`src/hdl/mss_defs.svh`:
```
`ifndef MSS_DEFS_SVH
`define MSS_DEFS_SVH
`define MSS_CLK_MHZ        40
`define MSS_SAMPLE_DLY_NS  40
`define MSS_SAMPLE_DLY_CYC ((`MSS_SAMPLE_DLY_NS * `MSS_CLK_MHZ) / 1000)
`define MSS_SYNC_TOL_CYC   2
`define MSS_CH1_BITS       50
`define MSS_CH2_BITS       10
`define MSS_DRV_LO_END     8'h3F
`define MSS_DRV_HI_BEG     8'h60
`define MSS_DRV_HI_END     8'h6F
`define MSS_S1_END         8'h7F
`define MSS_S2_END         8'h3F
`define MSS_MIRROR_BEG     8'h40
`define MSS_MIRROR_END     8'h7F
`define MSS_QM_LINK_BIT    7
`endif

```
`src/hdl/mss_pkg.sv`:
```
package mss_pkg;
    typedef enum logic [1:0]
    {
        MSS_BLK_DRIVE,
        MSS_BLK_SAFE1,
        MSS_BLK_SAFE2
    } mss_blk_t;

    typedef struct packed
    {
        logic valid;
        logic mirror;
        logic [6:0] addr;
    } mss_dec_t;

    typedef struct packed
    {
        logic       fast_new;
        logic       fast_requested;
        logic       fast_enc_err;
        logic       fast_code_err;
        logic       fast_crc_err;
        logic       realign;
        logic       resync;
        logic       acc_invalid;
    } mss_fast_evt_t;

    typedef struct packed
    {
        logic       safe_new;
        logic       safe_code_err;
        logic       safe_crc_err;
        logic       safe_stale;
        logic       enc_pos_err;
    } mss_safe_evt_t;
endpackage : mss_pkg

```
`src/hdl/mss_status_outputs.sv`:
```
`timescale 1ns/1ps
`include "mss_defs.svh"
module mss_status_outputs
    import mss_pkg::*;
#(
    parameter int CNT_W  = 8,
    parameter int DEV_W  = 16,
    parameter int POS_W  = 32
)
(
    input  wire logic                clk,
    input  wire logic                resetn,
    input  wire logic [15:0]         drive_event,
    input  wire logic [15:0]         drive_mask,
    input  wire logic                drive_event_wr,
    input  wire logic [7:0]          safe_event,
    input  wire logic [7:0]          safe_mask,
    input  wire logic                safe_event_wr,
    input  wire logic                spi_ss_n,
    output logic                     interrupt,
    output logic                     interrupt_s,
    input  wire logic [7:0]          master_quality_monitor_reg,
    input  wire logic                comm_fault,
    output logic                     link,
    input  wire mss_fast_evt_t       fast_evt,
    input  wire logic                pos_ready_all,
    output logic                     fast_pos_rdy,
    input  wire logic                sync,
    input  wire logic                trigger_edge_polarity,
    input  wire logic                frame_sync_tick,
    input  wire logic                synchronizing,
    output logic                     sync_edge,
    output logic                     sync_locked,
    input  wire logic                bigend,
    input  wire mss_blk_t            host_blk,
    input  wire logic [7:0]          host_addr,
    output mss_dec_t                 host_dec,
    input  wire logic                bit_sampled,
    output logic                     sample,
    input  wire mss_safe_evt_t       safe_evt,
    input  wire logic [POS_W-1:0]    safe_pos,
    input  wire logic [DEV_W-1:0]    acc_limit,
    input  wire logic [DEV_W-1:0]    max_deviation,
    output logic [POS_W-1:0]         est_pos,
    output logic [DEV_W-1:0]         worst_dev,
    output logic                     estimator_on,
    output logic                     dev_thr_err,
    output logic                     safe_channel_err,
    output logic                     safe_pos_err,
    output logic                     acceleration_err,
    input  wire logic [CNT_W-1:0]    acc_thr,
    output logic [CNT_W-1:0]         acc_err_cnt,
    output logic                     acc_thr_err,
    input  wire logic                frame_done,
    input  wire logic                frame_code_err,
    output logic                     encoding_err
);
    localparam int DLY = (`MSS_SAMPLE_DLY_CYC < 1) ? 1 : `MSS_SAMPLE_DLY_CYC;

    // ************************************************************
    // Reset and input synchronisers.
    // ************************************************************
    logic rst_m;
    logic rst_n;
    logic sync_m;
    logic sync_s;
    logic sync_d;
    logic ss_m;
    logic ss_s;

    always_ff @(posedge clk or negedge resetn)
    begin
        if (!resetn)
        begin
            rst_m <= 1'b0;
            rst_n <= 1'b0;
        end
        else
        begin
            rst_m <= 1'b1;
            rst_n <= rst_m;
        end
    end

    always_ff @(posedge clk or negedge rst_n)
    begin
        if (!rst_n)
        begin
            sync_m <= 1'b0;
            sync_s <= 1'b0;
            sync_d <= 1'b0;
            ss_m   <= 1'b1;
            ss_s   <= 1'b1;
        end
        else
        begin
            sync_m <= sync;
            sync_s <= sync_m;
            sync_d <= sync_s;
            ss_m   <= spi_ss_n;
            ss_s   <= ss_m;
        end
    end

    // ************************************************************
    // Interrupt outputs with write masking.
    // ************************************************************
    logic drv_wr_mask;
    logic saf_wr_mask;

    always_ff @(posedge clk or negedge rst_n)
    begin
        if (!rst_n)
        begin
            drv_wr_mask <= 1'b0;
            saf_wr_mask <= 1'b0;
        end
        else
        begin
            if (drive_event_wr)
                drv_wr_mask <= 1'b1;
            else if (ss_s)
                drv_wr_mask <= 1'b0;
            if (safe_event_wr)
                saf_wr_mask <= 1'b1;
            else if (ss_s)
                saf_wr_mask <= 1'b0;
        end
    end

    always_ff @(posedge clk or negedge rst_n)
    begin
        if (!rst_n)
        begin
            interrupt   <= 1'b0;
            interrupt_s <= 1'b0;
        end
        else
        begin
            interrupt   <= |(drive_event & drive_mask) & ~drv_wr_mask & ~drive_event_wr;
            interrupt_s <= |(safe_event & safe_mask) & ~saf_wr_mask & ~safe_event_wr;
        end
    end

    // ************************************************************
    // Link indicator.
    // ************************************************************
    assign link = master_quality_monitor_reg[`MSS_QM_LINK_BIT] & ~comm_fault;

    // ************************************************************
    // Sampling trigger and position ready strobe.
    // ************************************************************
    logic [3:0] edge_age;
    logic       edge_pend;

    assign sync_edge = trigger_edge_polarity ? (sync_s & ~sync_d) : (~sync_s & sync_d);

    always_ff @(posedge clk or negedge rst_n)
    begin
        if (!rst_n)
        begin
            fast_pos_rdy <= 1'b0;
        end
        else
        begin
            fast_pos_rdy <= fast_evt.fast_new & (pos_ready_all | fast_evt.fast_requested);
        end
    end

    // ************************************************************
    // Sync lock: distance from trigger edge to frame alignment.
    // ************************************************************
    always_ff @(posedge clk or negedge rst_n)
    begin
        if (!rst_n)
        begin
            edge_age  <= 4'h0;
            edge_pend <= 1'b0;
        end
        else
        begin
            if (sync_edge)
            begin
                edge_pend <= 1'b1;
                edge_age  <= 4'h0;
            end
            else if (edge_pend && edge_age != 4'hF)
                edge_age <= edge_age + 4'h1;
            if (frame_sync_tick)
                edge_pend <= 1'b0;
        end
    end

    always_ff @(posedge clk or negedge rst_n)
    begin
        if (!rst_n)
            sync_locked <= 1'b0;
        else if (synchronizing)
            sync_locked <= 1'b0;
        else if (frame_sync_tick && sync_edge)
            sync_locked <= 1'b1;
        else if (frame_sync_tick && edge_pend)
            sync_locked <= (edge_age < 4'(`MSS_SYNC_TOL_CYC));
    end

    // ************************************************************
    // Register block decoding and byte order.
    // ************************************************************
    function automatic mss_dec_t decode(input mss_blk_t blk, input logic [7:0] a,
                                        input logic be);
        mss_dec_t d;
        d.addr   = be ? {a[6:2], ~a[1:0]} : a[6:0];
        d.mirror = (a >= `MSS_MIRROR_BEG) && (a <= `MSS_MIRROR_END);
        case (blk)
            MSS_BLK_DRIVE: d.valid = (a <= `MSS_MIRROR_END);
            MSS_BLK_SAFE1: d.valid = (a <= `MSS_S1_END);
            MSS_BLK_SAFE2: d.valid = (a <= `MSS_S2_END);
            default:       d.valid = 1'b0;
        endcase
        if (blk == MSS_BLK_SAFE2)
            d.mirror = 1'b0;
        return d;
    endfunction : decode

    always_ff @(posedge clk or negedge rst_n)
    begin
        if (!rst_n)
            host_dec <= '0;
        else
            host_dec <= decode(host_blk, host_addr, bigend);
    end

    // ************************************************************
    // Sample test output delayed behind the line driver.
    // ************************************************************
    logic [DLY-1:0] samp_pipe;

    always_ff @(posedge clk or negedge rst_n)
    begin
        if (!rst_n)
        begin
            samp_pipe <= '0;
            sample    <= 1'b0;
        end
        else
        begin
            samp_pipe <= DLY'({samp_pipe, bit_sampled});
            sample    <= samp_pipe[DLY-1];
        end
    end

    // ************************************************************
    // Estimator and diagnostics.
    // ************************************************************
    logic [POS_W-1:0] safe_prev;
    logic [POS_W-1:0] safe_last;
    logic             safe_seen;
    logic             est_cause;

    assign est_cause = fast_evt.fast_enc_err | fast_evt.fast_code_err | fast_evt.fast_crc_err
                     | fast_evt.realign | fast_evt.resync;

    always_ff @(posedge clk or negedge rst_n)
    begin
        if (!rst_n)
        begin
            safe_prev <= '0;
            safe_last <= '0;
            safe_seen <= 1'b0;
        end
        else if (safe_evt.safe_new)
        begin
            safe_prev <= safe_last;
            safe_last <= safe_pos;
            safe_seen <= 1'b1;
        end
    end

    always_ff @(posedge clk or negedge rst_n)
    begin
        if (!rst_n)
        begin
            est_pos      <= '0;
            worst_dev    <= '0;
            estimator_on <= 1'b0;
        end
        else if (fast_evt.fast_new)
        begin
            estimator_on <= est_cause;
            if (est_cause)
            begin
                est_pos   <= safe_last + (safe_last - safe_prev);
                worst_dev <= (worst_dev > ~acc_limit) ? '1 : worst_dev + acc_limit;
            end
            else
                worst_dev <= '0;
        end
    end

    assign dev_thr_err = (worst_dev > max_deviation);

    always_ff @(posedge clk or negedge rst_n)
    begin
        if (!rst_n)
        begin
            safe_channel_err <= 1'b0;
            safe_pos_err     <= 1'b1;
        end
        else
        begin
            if (safe_evt.safe_new)
                safe_channel_err <= safe_evt.safe_code_err | safe_evt.safe_crc_err;
            safe_pos_err <= ~safe_seen | safe_evt.safe_stale | safe_evt.enc_pos_err;
        end
    end

    logic acc_cause;

    assign acc_cause = fast_evt.fast_code_err | fast_evt.acc_invalid;

    always_ff @(posedge clk or negedge rst_n)
    begin
        if (!rst_n)
        begin
            acceleration_err <= 1'b0;
            acc_err_cnt      <= '0;
        end
        else if (fast_evt.fast_new)
        begin
            acceleration_err <= acc_cause;
            if (acc_cause)
                acc_err_cnt <= (acc_err_cnt == '1) ? acc_err_cnt : acc_err_cnt + 1'b1;
            else
                acc_err_cnt <= '0;
        end
    end

    always_ff @(posedge clk or negedge rst_n)
    begin
        if (!rst_n)
            encoding_err <= 1'b0;
        else if (frame_done)
            encoding_err <= frame_code_err;
    end

    assign acc_thr_err = (acc_err_cnt > acc_thr);
endmodule : mss_status_outputs

```
`config.mk`:
```
export PLATFORM = sky130hd
export DESIGN_NAME = mss_status_outputs
export DESIGN_NICKNAME = d
export VERILOG_FILES = /design/src/hdl/mss_pkg.sv /design/src/hdl/mss_status_outputs.sv
export VERILOG_INCLUDE_DIRS = /design/src /design/src/hdl
export SDC_FILE = /design/constraint.sdc
export NUM_CORES = 1
export LEC_CHECK = 0
export ABC_AREA = 0
export BUFFER_PORTS_ARGS = -buffer_cell sky130_fd_sc_hd__buf_2
export CORE_MARGIN = 1
export CORE_UTILIZATION = 58
export CTS_CLUSTER_DIAMETER = 150
export DETAILED_ROUTE_END_ITERATION = 7
export PLACE_DENSITY = 0.87
export SLEW_MARGIN = 20
export SYNTH_ARGS = -nofsm -noshare
export SYNTH_HDL_FRONTEND = slang
export SYNTH_SLANG_ARGS = --single-unit
export TNS_END_PERCENT = 20
```
`constraint.sdc`:
```
create_clock -name clk -period 8 [get_ports clk]
set_input_delay 1.6 -clock clk [delete_from_list [all_inputs] [get_ports clk]]
set_output_delay 1.6 -clock clk [all_outputs]
set_load 0.02 [all_outputs]
```
# After elaboration in Yosys (flattened, before gate mapping)
# Index checks and enable logic that the tools add are counted.
[word_totals] output_inout_bits=79 wordCells=110 in_bits=166 reg_bits=155
[op_classes] n_lt_le_gt_ge=7 mux=18 reduce_logical=15 n_addsub=5 eq_ne=5 bitwise=29
[op_table] operator="$add 32x32->32" count=1
[op_table] operator="$gt 16x16->1" count=2
[op_table] operator="$mux 16" count=2
[op_table] operator="$sub 32x32->32" count=1
[op_table] operator="$add 16x16->16" count=1
[op_table] operator="$and 16x16->16" count=1
[op_table] operator="$mux 8" count=2
[op_table] operator="$not 16->16" count=1
[op_table] operator="$reduce_or 16->1" count=1
[op_table] operator="$mux 1" count=10
[op_table] operator="$or 1x1->1" count=9
[op_table] operator="$add 8x1->8 const B" count=1
[op_table] operator="$and 1x1->1" count=8
[op_table] operator="$and 8x8->8" count=1
[op_table] operator="$eq 8x8->1 const B" count=1
[op_table] operator="$ge 8x7->1 const B" count=1
[op_table] operator="$gt 8x8->1" count=1
[op_table] operator="$le 8x6->1 const B" count=1
[op_table] operator="$le 8x7->1 const B" count=1
[op_table] operator="$mux 4" count=2
[op_table] operator="$not 1->1" count=8
[op_table] operator="$reduce_bool 2->1" count=4
[op_table] operator="$reduce_or 8->1" count=1
[op_table] operator="$add 4x1->4 const B" count=1
[op_table] operator="other kinds (13)" count=17

# Depth between registers and ports, before layout
# Gate-level depths: netlist of run 1.
[depth] depth_word=6 ltp_mapped=10 ltp_nobuf=10

# Worst setup path before layout of run 1
# No wires, ideal clock.
[synth_timing] path_kind="input-to-output" startpoint="input max_deviation[1]" endpoint="output dev_thr_err" stages=9 n_path_buf=0 t_required_ps=6400 setup_slack_ps=3492 arrival_ps=2908 path_cell_list="inv_1 ha_1 nor2b_1 o21a_1 o21a_1 o211ai_1 a21oi_1 o21ai_0 a31oi_1"
[synth_between] elab_chain_len=1
[synth_lines] element="start, declared" line_no="mss_status_outputs.sv:43" source="input wire logic [DEV_W-1:0] max_deviation,"
[synth_lines] element="$gt 16x16->1" line_no="mss_status_outputs.sv:300" source="assign dev_thr_err = (worst_dev > max_deviation);"
[synth_lines] element="end, declared" line_no="mss_status_outputs.sv:47" source="output logic dev_thr_err,"
# Every way passes these cells.

# Worst setup path in the final report of run 1
# Ends and elaborated chain as after synthesis.

==> results.md, run 1 <==
- After global routing the overflow that remains totals 0.
- The part of the power in registers is 0.337.
- For this run, design rule violations remaining after detail routing come to 0.
- Signal routing reaches up to met5.
- The peak supply drop is 205 µV.
- The number of global-route vias before repair is slightly below 8000.
- The area of the core is 15400 µm².
- Setup repair after global routing left no endpoint under its margin.
- Of the total power, the share spent switching nets is 0.403.
- The stage delay of the slowest cell on the critical path is slightly below 300 ps.
- The number of antenna violations at the first check in global routing was 2.
- Dividing the detail-routed wire length by the instance count gives 15.1 µm.
- For this run, the share of the core covered by cells in the final layout is 0.716.
- The routed length on met2 is between 10000 and 15000 µm.
- A synthesized cell averages 9.43 µm².
- The final number of setup-violating endpoints is 0.
- In this run the clock root is driven by a clkbuf_16.
- The floorplan step set the die height to 128 µm.
- The total iterations of the first detailed-routing run is 6.
- For the worst flop-to-flop path, the logic depth is 8.
- The required time of the critical path is 6400 ps.
- The share of the Yosys chip area taken by registers is 0.422.
- In this run the critical register-to-register path is captured at est_pos[28]$_DFFE_PN0P_.
- Of the total power, combinational logic draws 0.422.
- On the critical path, the stage with the largest delay is an instance of ha_1.
- The number of filler cells placed in the layout is 1139.
- The run finished with clean final reports.
- The highest net fanout along the worst path is 2.
- The number of hold buffers added after CTS was 0.
- Port buffering added 237 buffers.
- The clock net in this run drives a total of around 160 sinks.
- The number of placement rows is 45.
- After clock tree synthesis, the clock-pin slew on the worst setup and hold paths is 70 ps.
- For this run, the total global-route usage over all layers was measured as 0.271.
- The clock reaches the later pin of the worst-skew pair after 430 ps.
- Of the post-synthesis cell area, the dominant cell type holds 0.413.
- The number of synthesis warnings is 0.
- The floorplan step defined a die boundary enclosing 16400 µm².
- The clock tree from TritonCTS is yes.
- The global-route wire length before repair is 35200 µm.
- The kind of end point of the critical path is a primary output.
- The mapped netlist covers slightly above 9000 µm².
- The maximum clock frequency is 210 MHz.
- The cell type contributing the most total cell area after synthesis is dfrtp_1.
- The total via count in the routed design is 8000.
- Summed over all failing endpoints, the final setup total negative slack is 0 ps.
- The area growth from synthesis to final layout is 19.5%.
- The start of the worst register-to-register path is safe_last[3]$_DFFE_PN0P_.
- The post-synthesis instance total is between 900 and 1000.
- The longest clock path from root to sink contains 2 buffers.
- The data arrival time of the critical path is 3170 ps.
- The horizontal die dimension is 128 µm.
- The post-synthesis async set-or-reset flop share is 1.00.
- The number of violations reported at the end of detailed-routing iteration 0 is 445.
- The switching power summed over all nets is 1.27 mW.
- The headroom to the max-slew limit is 0.377.
- The detailed placer's ending HPWL is between 15000 and 20000 µm.
- Of the total power, the clock network draws 0.242.
- The total length of routed met3 wires is 1380 µm.
- The path class of the lowest-slack min-delay path is reg -> async.
- The number of clock buffers added by TritonCTS is 17.
- The number of different library cells used by synthesis comes to 69.
- The worst clock skew on the final layout is between 10 and 15 ps.
- The count of maximum capacitance violations is 0.
- The via-per-instance ratio is approximately 5.6.
- The synthesized design contains 0 enable-type register cells.
- After detailed routing, the total wire length is 21400 µm.
- Counting both buffers and inverters, the worst setup path holds a total of 3.
- Yosys attributes the largest share of cell area to dfrtp_1, ha_1, o21ai_0, nand2_1, mux2_2.
- Broken down by cell family, the worst path's largest delay share belongs to compound AO/OA/AOI/OAI gates.
- The critical path in this run is classified as in -> out.
- In this run the remaining antenna-violating nets after routing total 0.
- For flop-to-flop paths, the worst setup slack is 5030 ps.
- The largest net degree at the start of global routing is 99.
- The layout cell share with drive strength beyond 1 is 0.267.
- The final RePlAce weighted congestion is 0.886.
- The leakage component of the power is 5.48 nW.
- The number of levels the H-tree was split into is 4.
- Dividing the final minimum period by the clock period gives 0.597.
- When the netlist entered floorplanning its net count stood at 1217.
- The hold violation count in the final report was 0.
- The first element of the critical path is max_deviation[1].
- The buffer count from post-CTS setup fixing is 0.
- The time the worst path needs with I/O delays and setup is 4770 ps.
- Among all flip-flop cells after synthesis, the most frequent one is dfrtp_1.
- The net count of the finished layout is 1439.
- The number of gates resized after CTS was 0.
- The cell-internal power is around 1.9 mW.
- At the pin with the least slew margin, the transition time is around 940 ps.
- The power density over the cells is 287 nW/µm².
- In the post-synthesis netlist, the cell with the most instances is dfrtp_1.
- The initial utilization of the core area, before any placement, comes to 0.599.
- For this design the top-level I/O count stands at about 250.
- The register bit total from synthesis is 155.
- The launching element type of the critical path is a primary input.
- The max-slew violation count is 0.
- For this block, wires on met1 add up to 8960 µm.
- Counting instances in the post-synthesis netlist gives the leading cell types as dfrtp_1, nand2_1, o21ai_0.
- The critical path goes through buf_2 -> inv_1 -> ha_1 -> nor2b_1 -> o21a_1 -> o21a_1 -> o211ai_1 -> a21oi_1 -> o21ai_0 -> a31oi_1 -> buf_2.
[kinds of logic (layout without fill, tap and decap cells)]
group,after synthesis,count (layout),share of synthesized area
adder cells (fa/ha/maj),75,75,0.104
AND/OR/NAND/NOR,255,255,0.130
other,1,2,0.000407
XOR/XNOR,43,43,0.0409
buffers and inverters,121,356,0.0623
flip-flops,155,155,0.422
AO/OA/AOI/OAI,285,285,0.192
multiplexers,41,41,0.0492
[state kept, by name, indices dropped and copies added, names as in the netlist, 4 cells and up]
register     flops
acc_err_cnt      8
safe_last       32
worst_dev       16
safe_prev       32
host_dec         9
edge_age         4
est_pos         32
[per-layer routing]
| layer | up-vias | track usage |
|---|---|---|
| li1 | 3893 | - |
| met1 | 3798 | 0.325 |
| met2 | 267 | 0.474 |
| met3 | 40 | 0.0647 |
| met4 | 2 | 0.0955 |
| met5 | - | 0 |
[cells in the final DEF (no fill, tap or decap), types with 7 or more instances in the layout]
cell and instances:
clkbuf_16 17, xnor2_1 19, a21o_1 21, buf_2 237, o211ai_1 8, nand2b_1 8
xor2_1 24, nand2_1 105, nor2b_1 12, mux2_2 34, o21a_1 12, nor2_1 51
a22oi_1 9, nor3_1 14, o221ai_1 8, mux2i_1 7, nand4_1 21, a211oi_1 7
inv_1 83, ha_1 73, dfrtp_1 151, a31oi_1 7, nand3_1 18, o21ai_0 104
a21oi_1 64
[power groups by stage]
| stage | clock network, mW | logic, mW | registers, mW |
|---|---|---|---|
| 6_report | 0.764 | 1.33 | 1.06 |
| 2_1_floorplan | 0 | 0.843 | 1.20 |
| 3_5_place_dp | 0 | 1.32 | 1.08 |
| 5_1_grt | 0.813 | 1.49 | 1.08 |
| 4_1_cts | 0.782 | 1.33 | 1.06 |
| 3_3_place_gp | 0 | 1.28 | 1.07 |
[final cells by class]
type,count,area [µm²],share of cell area
inverters,83,312,0.0283
flip-flops and latches,155,3890,0.353
multi-input cells,700,4760,0.433
repair buffers,241,1220,0.111
well taps,211,264,0.0240
clock buffers,19,433,0.0393
clock inverters,13,130,0.0118
diodes,1,2.50,0.000227
[metrics by stage]
step                      cells  power [mW]  worst slack, ps  area, µm²  hold WS [ps]
after CTS                  1422        3.17             3220      11000           351
final                      1423        3.16             3230      11000           333
after detailed placement   1390        2.39             3220      10400           336
after floorplan             976        2.04             3370       9200           331
after global routing       1422        3.39             3130      11000           358
after global placement     1390        2.34             3270      10400           332
[how the worst max path moves through the flow]
stage          depth (start not counted)                          to
6_report                              11                 dev_thr_err
5_1_grt                               11                 dev_thr_err
4_1_cts                               11                 dev_thr_err
3_5_place_dp                          11                 dev_thr_err
3_3_place_gp                          11                 dev_thr_err
2_1_floorplan                          0  acc_err_cnt[0]$_DFFE_PN0P_
(Power assumes the default switching activity.)
==> run 2: changes to the inputs <==
--- a/config.mk
+++ b/config.mk
@@ -6,13 +6,13 @@
 export SDC_FILE = /design/constraint.sdc
 export NUM_CORES = 1
 export LEC_CHECK = 0
-export ABC_AREA = 0
+export ABC_AREA = 1
 export BUFFER_PORTS_ARGS = -buffer_cell sky130_fd_sc_hd__buf_2
 export CORE_MARGIN = 1
-export CORE_UTILIZATION = 58
+export CORE_UTILIZATION = 55
 export CTS_CLUSTER_DIAMETER = 150
 export DETAILED_ROUTE_END_ITERATION = 7
-export PLACE_DENSITY = 0.87
+export PLACE_DENSITY = 0.82
 export SLEW_MARGIN = 20
 export SYNTH_ARGS = -nofsm -noshare
 export SYNTH_HDL_FRONTEND = slang
==> constraint.sdc (replaced) <==
create_clock -name clk -period 4.5 [get_ports clk]
set_input_delay 0.9 -clock clk [delete_from_list [all_inputs] [get_ports clk]]
set_output_delay 0.9 -clock clk [all_outputs]
set_load 0.02 [all_outputs]
==> run 2 against run 1 <==
Effect of this change: cell count is 34% higher; die area up 13%; largest cell class unchanged; clock skew fell by 5.4 ps; synthesized cell count grew 47%; global-route usage is 0.057 points higher; via count is 18% higher; total power up 88%.
==> results.md, run 2 <==
- The uppermost layer routed is met4 (was met5).
- Largest regs: est_pos (32), safe_last (32), safe_prev (32) (unchanged).
- The depth of the worst register-to-register path is 11 (was 8).
- The number of buffers on the longest clock path is 2 (unchanged).
- Static timing analysis puts the maximum clock frequency at 323 MHz.
- The leakage component of the power is 7.04 nW (was 5.48 nW).
- The count of antenna diodes in the layout is 0 (was 1).
- The full die area was 18600 µm² (was 16400 µm²).
- The met1 wire length is 10700 µm (was 8960 µm).
- The cell type contributing the most total cell area after synthesis is dfrtp_1 (unchanged).
- The placement-stage cell area is 11300 µm² (was 10400 µm²).
- The post-synthesis instance total is 1432 (was 976).
- The final RePlAce weighted congestion was 0.899 (was 0.886).
- The average cell area after synthesis is 6.93 µm² (was 9.43 µm²).
- The number of levels the H-tree was split into is 4 (unchanged).
- The largest net degree at the start of global routing came to 97 (was 99).
- The buffer count from post-CTS setup fixing is 0 (unchanged).
- The most common cell in the netlist is nand2_1 (was dfrtp_1).
- The gate family responsible for the most delay along the worst path is compound AO/OA/AOI/OAI gates (unchanged).
- The cell area after layout is 12000 µm² (was 11000 µm²).
- The stage delay of the slowest cell on the critical path is 310 ps (was 290 ps).
- The number of violations reported at the end of detailed-routing iteration 0 is 517 (was 445).
- The global-route wire length before repair is 39800 µm (was 35200 µm).
- Setup repair after global routing missed its margin: false (unchanged).
- The detailed placer's ending HPWL is 18700 µm (was 16000 µm).
- The critical path endpoint is dev_thr_err (unchanged).
- The global router's overall resource usage is 0.271 (about the same).
- CP cell instances: buf_2 -> inv_1 -> ha_1 -> nand4_1 -> a31oi_1 -> nor2_1 -> a21oi_1 -> buf_2 (was buf_2 -> inv_1 -> ha_1 -> nor2b_1 -> o21a_1 -> o21a_1 -> o211ai_1 -> a21oi_1 -> o21ai_0 -> a31oi_1 -> buf_2).
- The number of antenna violations at the first check in global routing is 0 (was 2).
- The per-cell routed wire length is 12.6 µm (was 15.1 µm).
- The register-to-register setup slack came to 2330 ps (was 5030 ps).
- The routed length on met2 is 11900 µm (was 10700 µm).
- The depth of the critical timing path with buffers and inverters included was 8 (was 11).
- The count of maximum capacitance violations is 0 (unchanged).
- The area growth from synthesis to final layout is 20.8% (was 19.5%).
- The most numerous cell on the critical path is buf_2.
- Commonest cells after routing, fill and taps aside: nand2_1, inv_1, buf_2 (was buf_2, dfrtp_1, nand2_1).
- The clock network latency to the later pin of the worst-skew pair is 420 ps (was 430 ps).
- The final global-route overflow total is 0 (unchanged).
- The data arrival time of the critical path came to 2190 ps (was 3170 ps).
- The number of synthesis warnings is 0 (unchanged).
- The number of buffers created by CTS is 17 (unchanged).
- The clock sink total came to 155 (unchanged).
- The count of instances resized after the clock tree is built is 0 (unchanged).
- Top cells by area in the synthesized netlist: dfrtp_1, nand2_1, ha_1, inv_1, nand3_1 (was dfrtp_1, ha_1, o21ai_0, nand2_1, mux2_2).
- Most frequent cells after synthesis: nand2_1, inv_1, dfrtp_1 (was dfrtp_1, nand2_1, o21ai_0).
- The total via count in the routed design is 9410 (was 8000).
- The reg-to-reg critical path endpoint is worst_dev[0]$_DFFE_PN0P_ (was est_pos[28]$_DFFE_PN0P_).
- The count of hold-fix buffers inserted at cts is 0 (unchanged).
- The via-per-instance ratio was 4.94 (was 5.62).
- The kind of critical path is in -> out (unchanged).
- The peak supply drop is 337 µV (was 205 µV).
- The max-slew violation count is 0 (unchanged).
- The kind of end point of the critical path is a primary output (unchanged).
- The final antenna-violating net count is 0 (unchanged).
- The primary flip-flop cell chosen by synthesis mapping is dfrtp_1 (unchanged).
- The time the worst path needs with I/O delays and setup is 3090 ps.
- The total length of routed met3 wires is 1070 µm (was 1380 µm).
- The start of the worst register-to-register path is worst_dev[10]$_DFFE_PN0P_ (was safe_last[3]$_DFFE_PN0P_).
- The slew at the pin with the worst max-slew slack is 1010 ps (was 935 ps).
- The required time of the critical path is 3600 ps (was 6400 ps).
- The number of top-level pins was 245 (unchanged).
- The root buffer cell is clkbuf_16 (unchanged).
- The number of nets in the finished design was 1908 (was 1439).
- The total iterations of the first detailed-routing run was 7 (was 6).
- The highest net fanout along the worst path is 3 (was 2).
- The worst clock skew on the final layout is 8.68 ps (was 14.1 ps).
- The worst-case setup margin in the final layout is 1410 ps (was 3230 ps).
- The number of distinct library cell variants in the gate-level netlist after synthesis is 38 (was 69).
- The part of the Yosys area used for sequential elements was 0.391 (was 0.422).
- The post-synthesis async set-or-reset flop share came to 1.00 (unchanged).
- The path class of the lowest-slack min-delay path is in -> async (was reg -> async).
- The area share of the largest cell type after synthesis is 0.383 (was 0.413).
- The power density over the cells is 497 nW/µm² (was 287 nW/µm²).
- The overall power is 5.95 mW (was 3.16 mW).
- The hold violation count in the final report was 0 (unchanged).
- The first element of the critical path is max_deviation[15] (was max_deviation[1]).
- The detailed-route DRC error count was 0 (unchanged).
- The launching element type of the critical path is a primary input (unchanged).
- The horizontal die dimension is 136 µm (was 128 µm).
- The number of global-route vias before repair came to 8915 (was 7704).
- The final number of setup-violating endpoints is 0 (unchanged).
- The final period utilization is 0.688.
- The sum of buffers and inverters on the critical path is 3 (unchanged).
- Status: finished clean (unchanged).
- The layout cell share with drive strength beyond 1 is 0.171 (was 0.267).
- The starting utilization of the core area came to 0.568 (was 0.599).
- The height of the die came to 136 µm (was 128 µm).
- The post-placement setup slack is 1450 ps (was 3220 ps).
- The clock-pin slew on the worst setup and hold paths is 60 ps (was 70 ps).
- The number of nets in the synthesized netlist is 1673 (was 1217).
- The area of the core is 17500 µm² (was 15400 µm²).
- The number of placement rows is 48 (was 45).
- The number of port buffers came to 237 (unchanged).
- The total wire length is 24100 µm (was 21400 µm).
- The headroom to the max-slew limit is 0.320 (was 0.377).
- The netlist area before placement is 9920 µm² (was 9200 µm²).
- The register bit total from synthesis is 155 (unchanged).
- The master of the slowest instance on the critical path is ha_1 (unchanged).
- The number of enable-type register cells in the synthesized netlist is 0 (unchanged).
- The clock tree from TritonCTS is yes (unchanged).
- The commonest non-fill, non-tap cell in the layout is nand2_1 (was buf_2).
- The setup TNS after final layout is 0 ps (unchanged).
run 2: kinds of logic after synthesis:
| logic type | after synthesis | share of synthesized area |
|---|---|---|
| simple gates | 778 | 0.316 |
| flops | 155 | 0.391 |
| other cells | 1 | 0.000378 |
| xor+xnor | 27 | 0.0238 |
| buf+inv | 266 | 0.103 |
| fa+ha+maj | 75 | 0.0961 |
| compound gates | 129 | 0.0690 |
| mux | 1 | 0.00113 |
run 2: worst min path at each step:
stage | startpoint | endpoint | cells past startpoint | slack [ps]
after floorplan | rst_m$_DFF_PN0_ | rst_n$_DFF_PN0_ | 0 | 330
after global placement | samp_pipe$_DFF_PN0_ | sample$_DFF_PN0_ | 0 | 330
after detailed placement | rst_m$_DFF_PN0_ | rst_n$_DFF_PN0_ | 0 | 330
after CTS | resetn | rst_n$_DFF_PN0_ | 1 | 240
after global routing | resetn | rst_n$_DFF_PN0_ | 1 | 240
final | resetn | rst_n$_DFF_PN0_ | 1 | 250
run 2: final cells by class:
type	count	area [µm²]
clock buffers	20	447
fillers	1583	5490
clock inverters	12	219
inverters	242	908
repair buffers	240	1220
well taps	225	282
multi-input cells	1011	5020
flip-flops and latches	155	3890
run 2: routing by layer:
layer / global-route usage / vias to the layer above
li1: - / 4893
met5: 0 / -
met1: 0.337 / 4253
met3: 0.0496 / 33
met4: 0.0679 / 0
met2: 0.482 / 231
run 2: power breakdown:
group | internal, mW | leakage (nW) | switching [mW]
sequential | 1.65 | 1.88 | 0.209
combinational | 0.900 | 4.83 | 1.59
clock | 1.05 | 0.320 | 0.559
total | 3.60 | 7.04 | 2.35
run 2: metrics by stage:
step / utilization / hold slack (ps) / std cells
6_report: 0.686 / 254 / 1905
5_1_grt: 0.686 / 238 / 1905
4_1_cts: 0.686 / 240 / 1905
3_5_place_dp: 0.648 / 335 / 1873
3_3_place_gp: 0.648 / 334 / 1873
2_1_floorplan: - / 331 / 1432
run 2: worst register-to-register path, cell delays in order, from the launching register on:
cell	delay [ps]
dfrtp_1	450
ha_1	400
nand2_2	130
inv_1	60
a21oi_2	180
nor2_1	60
nor2_1	80
nand2_1	70
nand2_2	310
nand2_1	90
nand2_1	80
o21ai_0	130
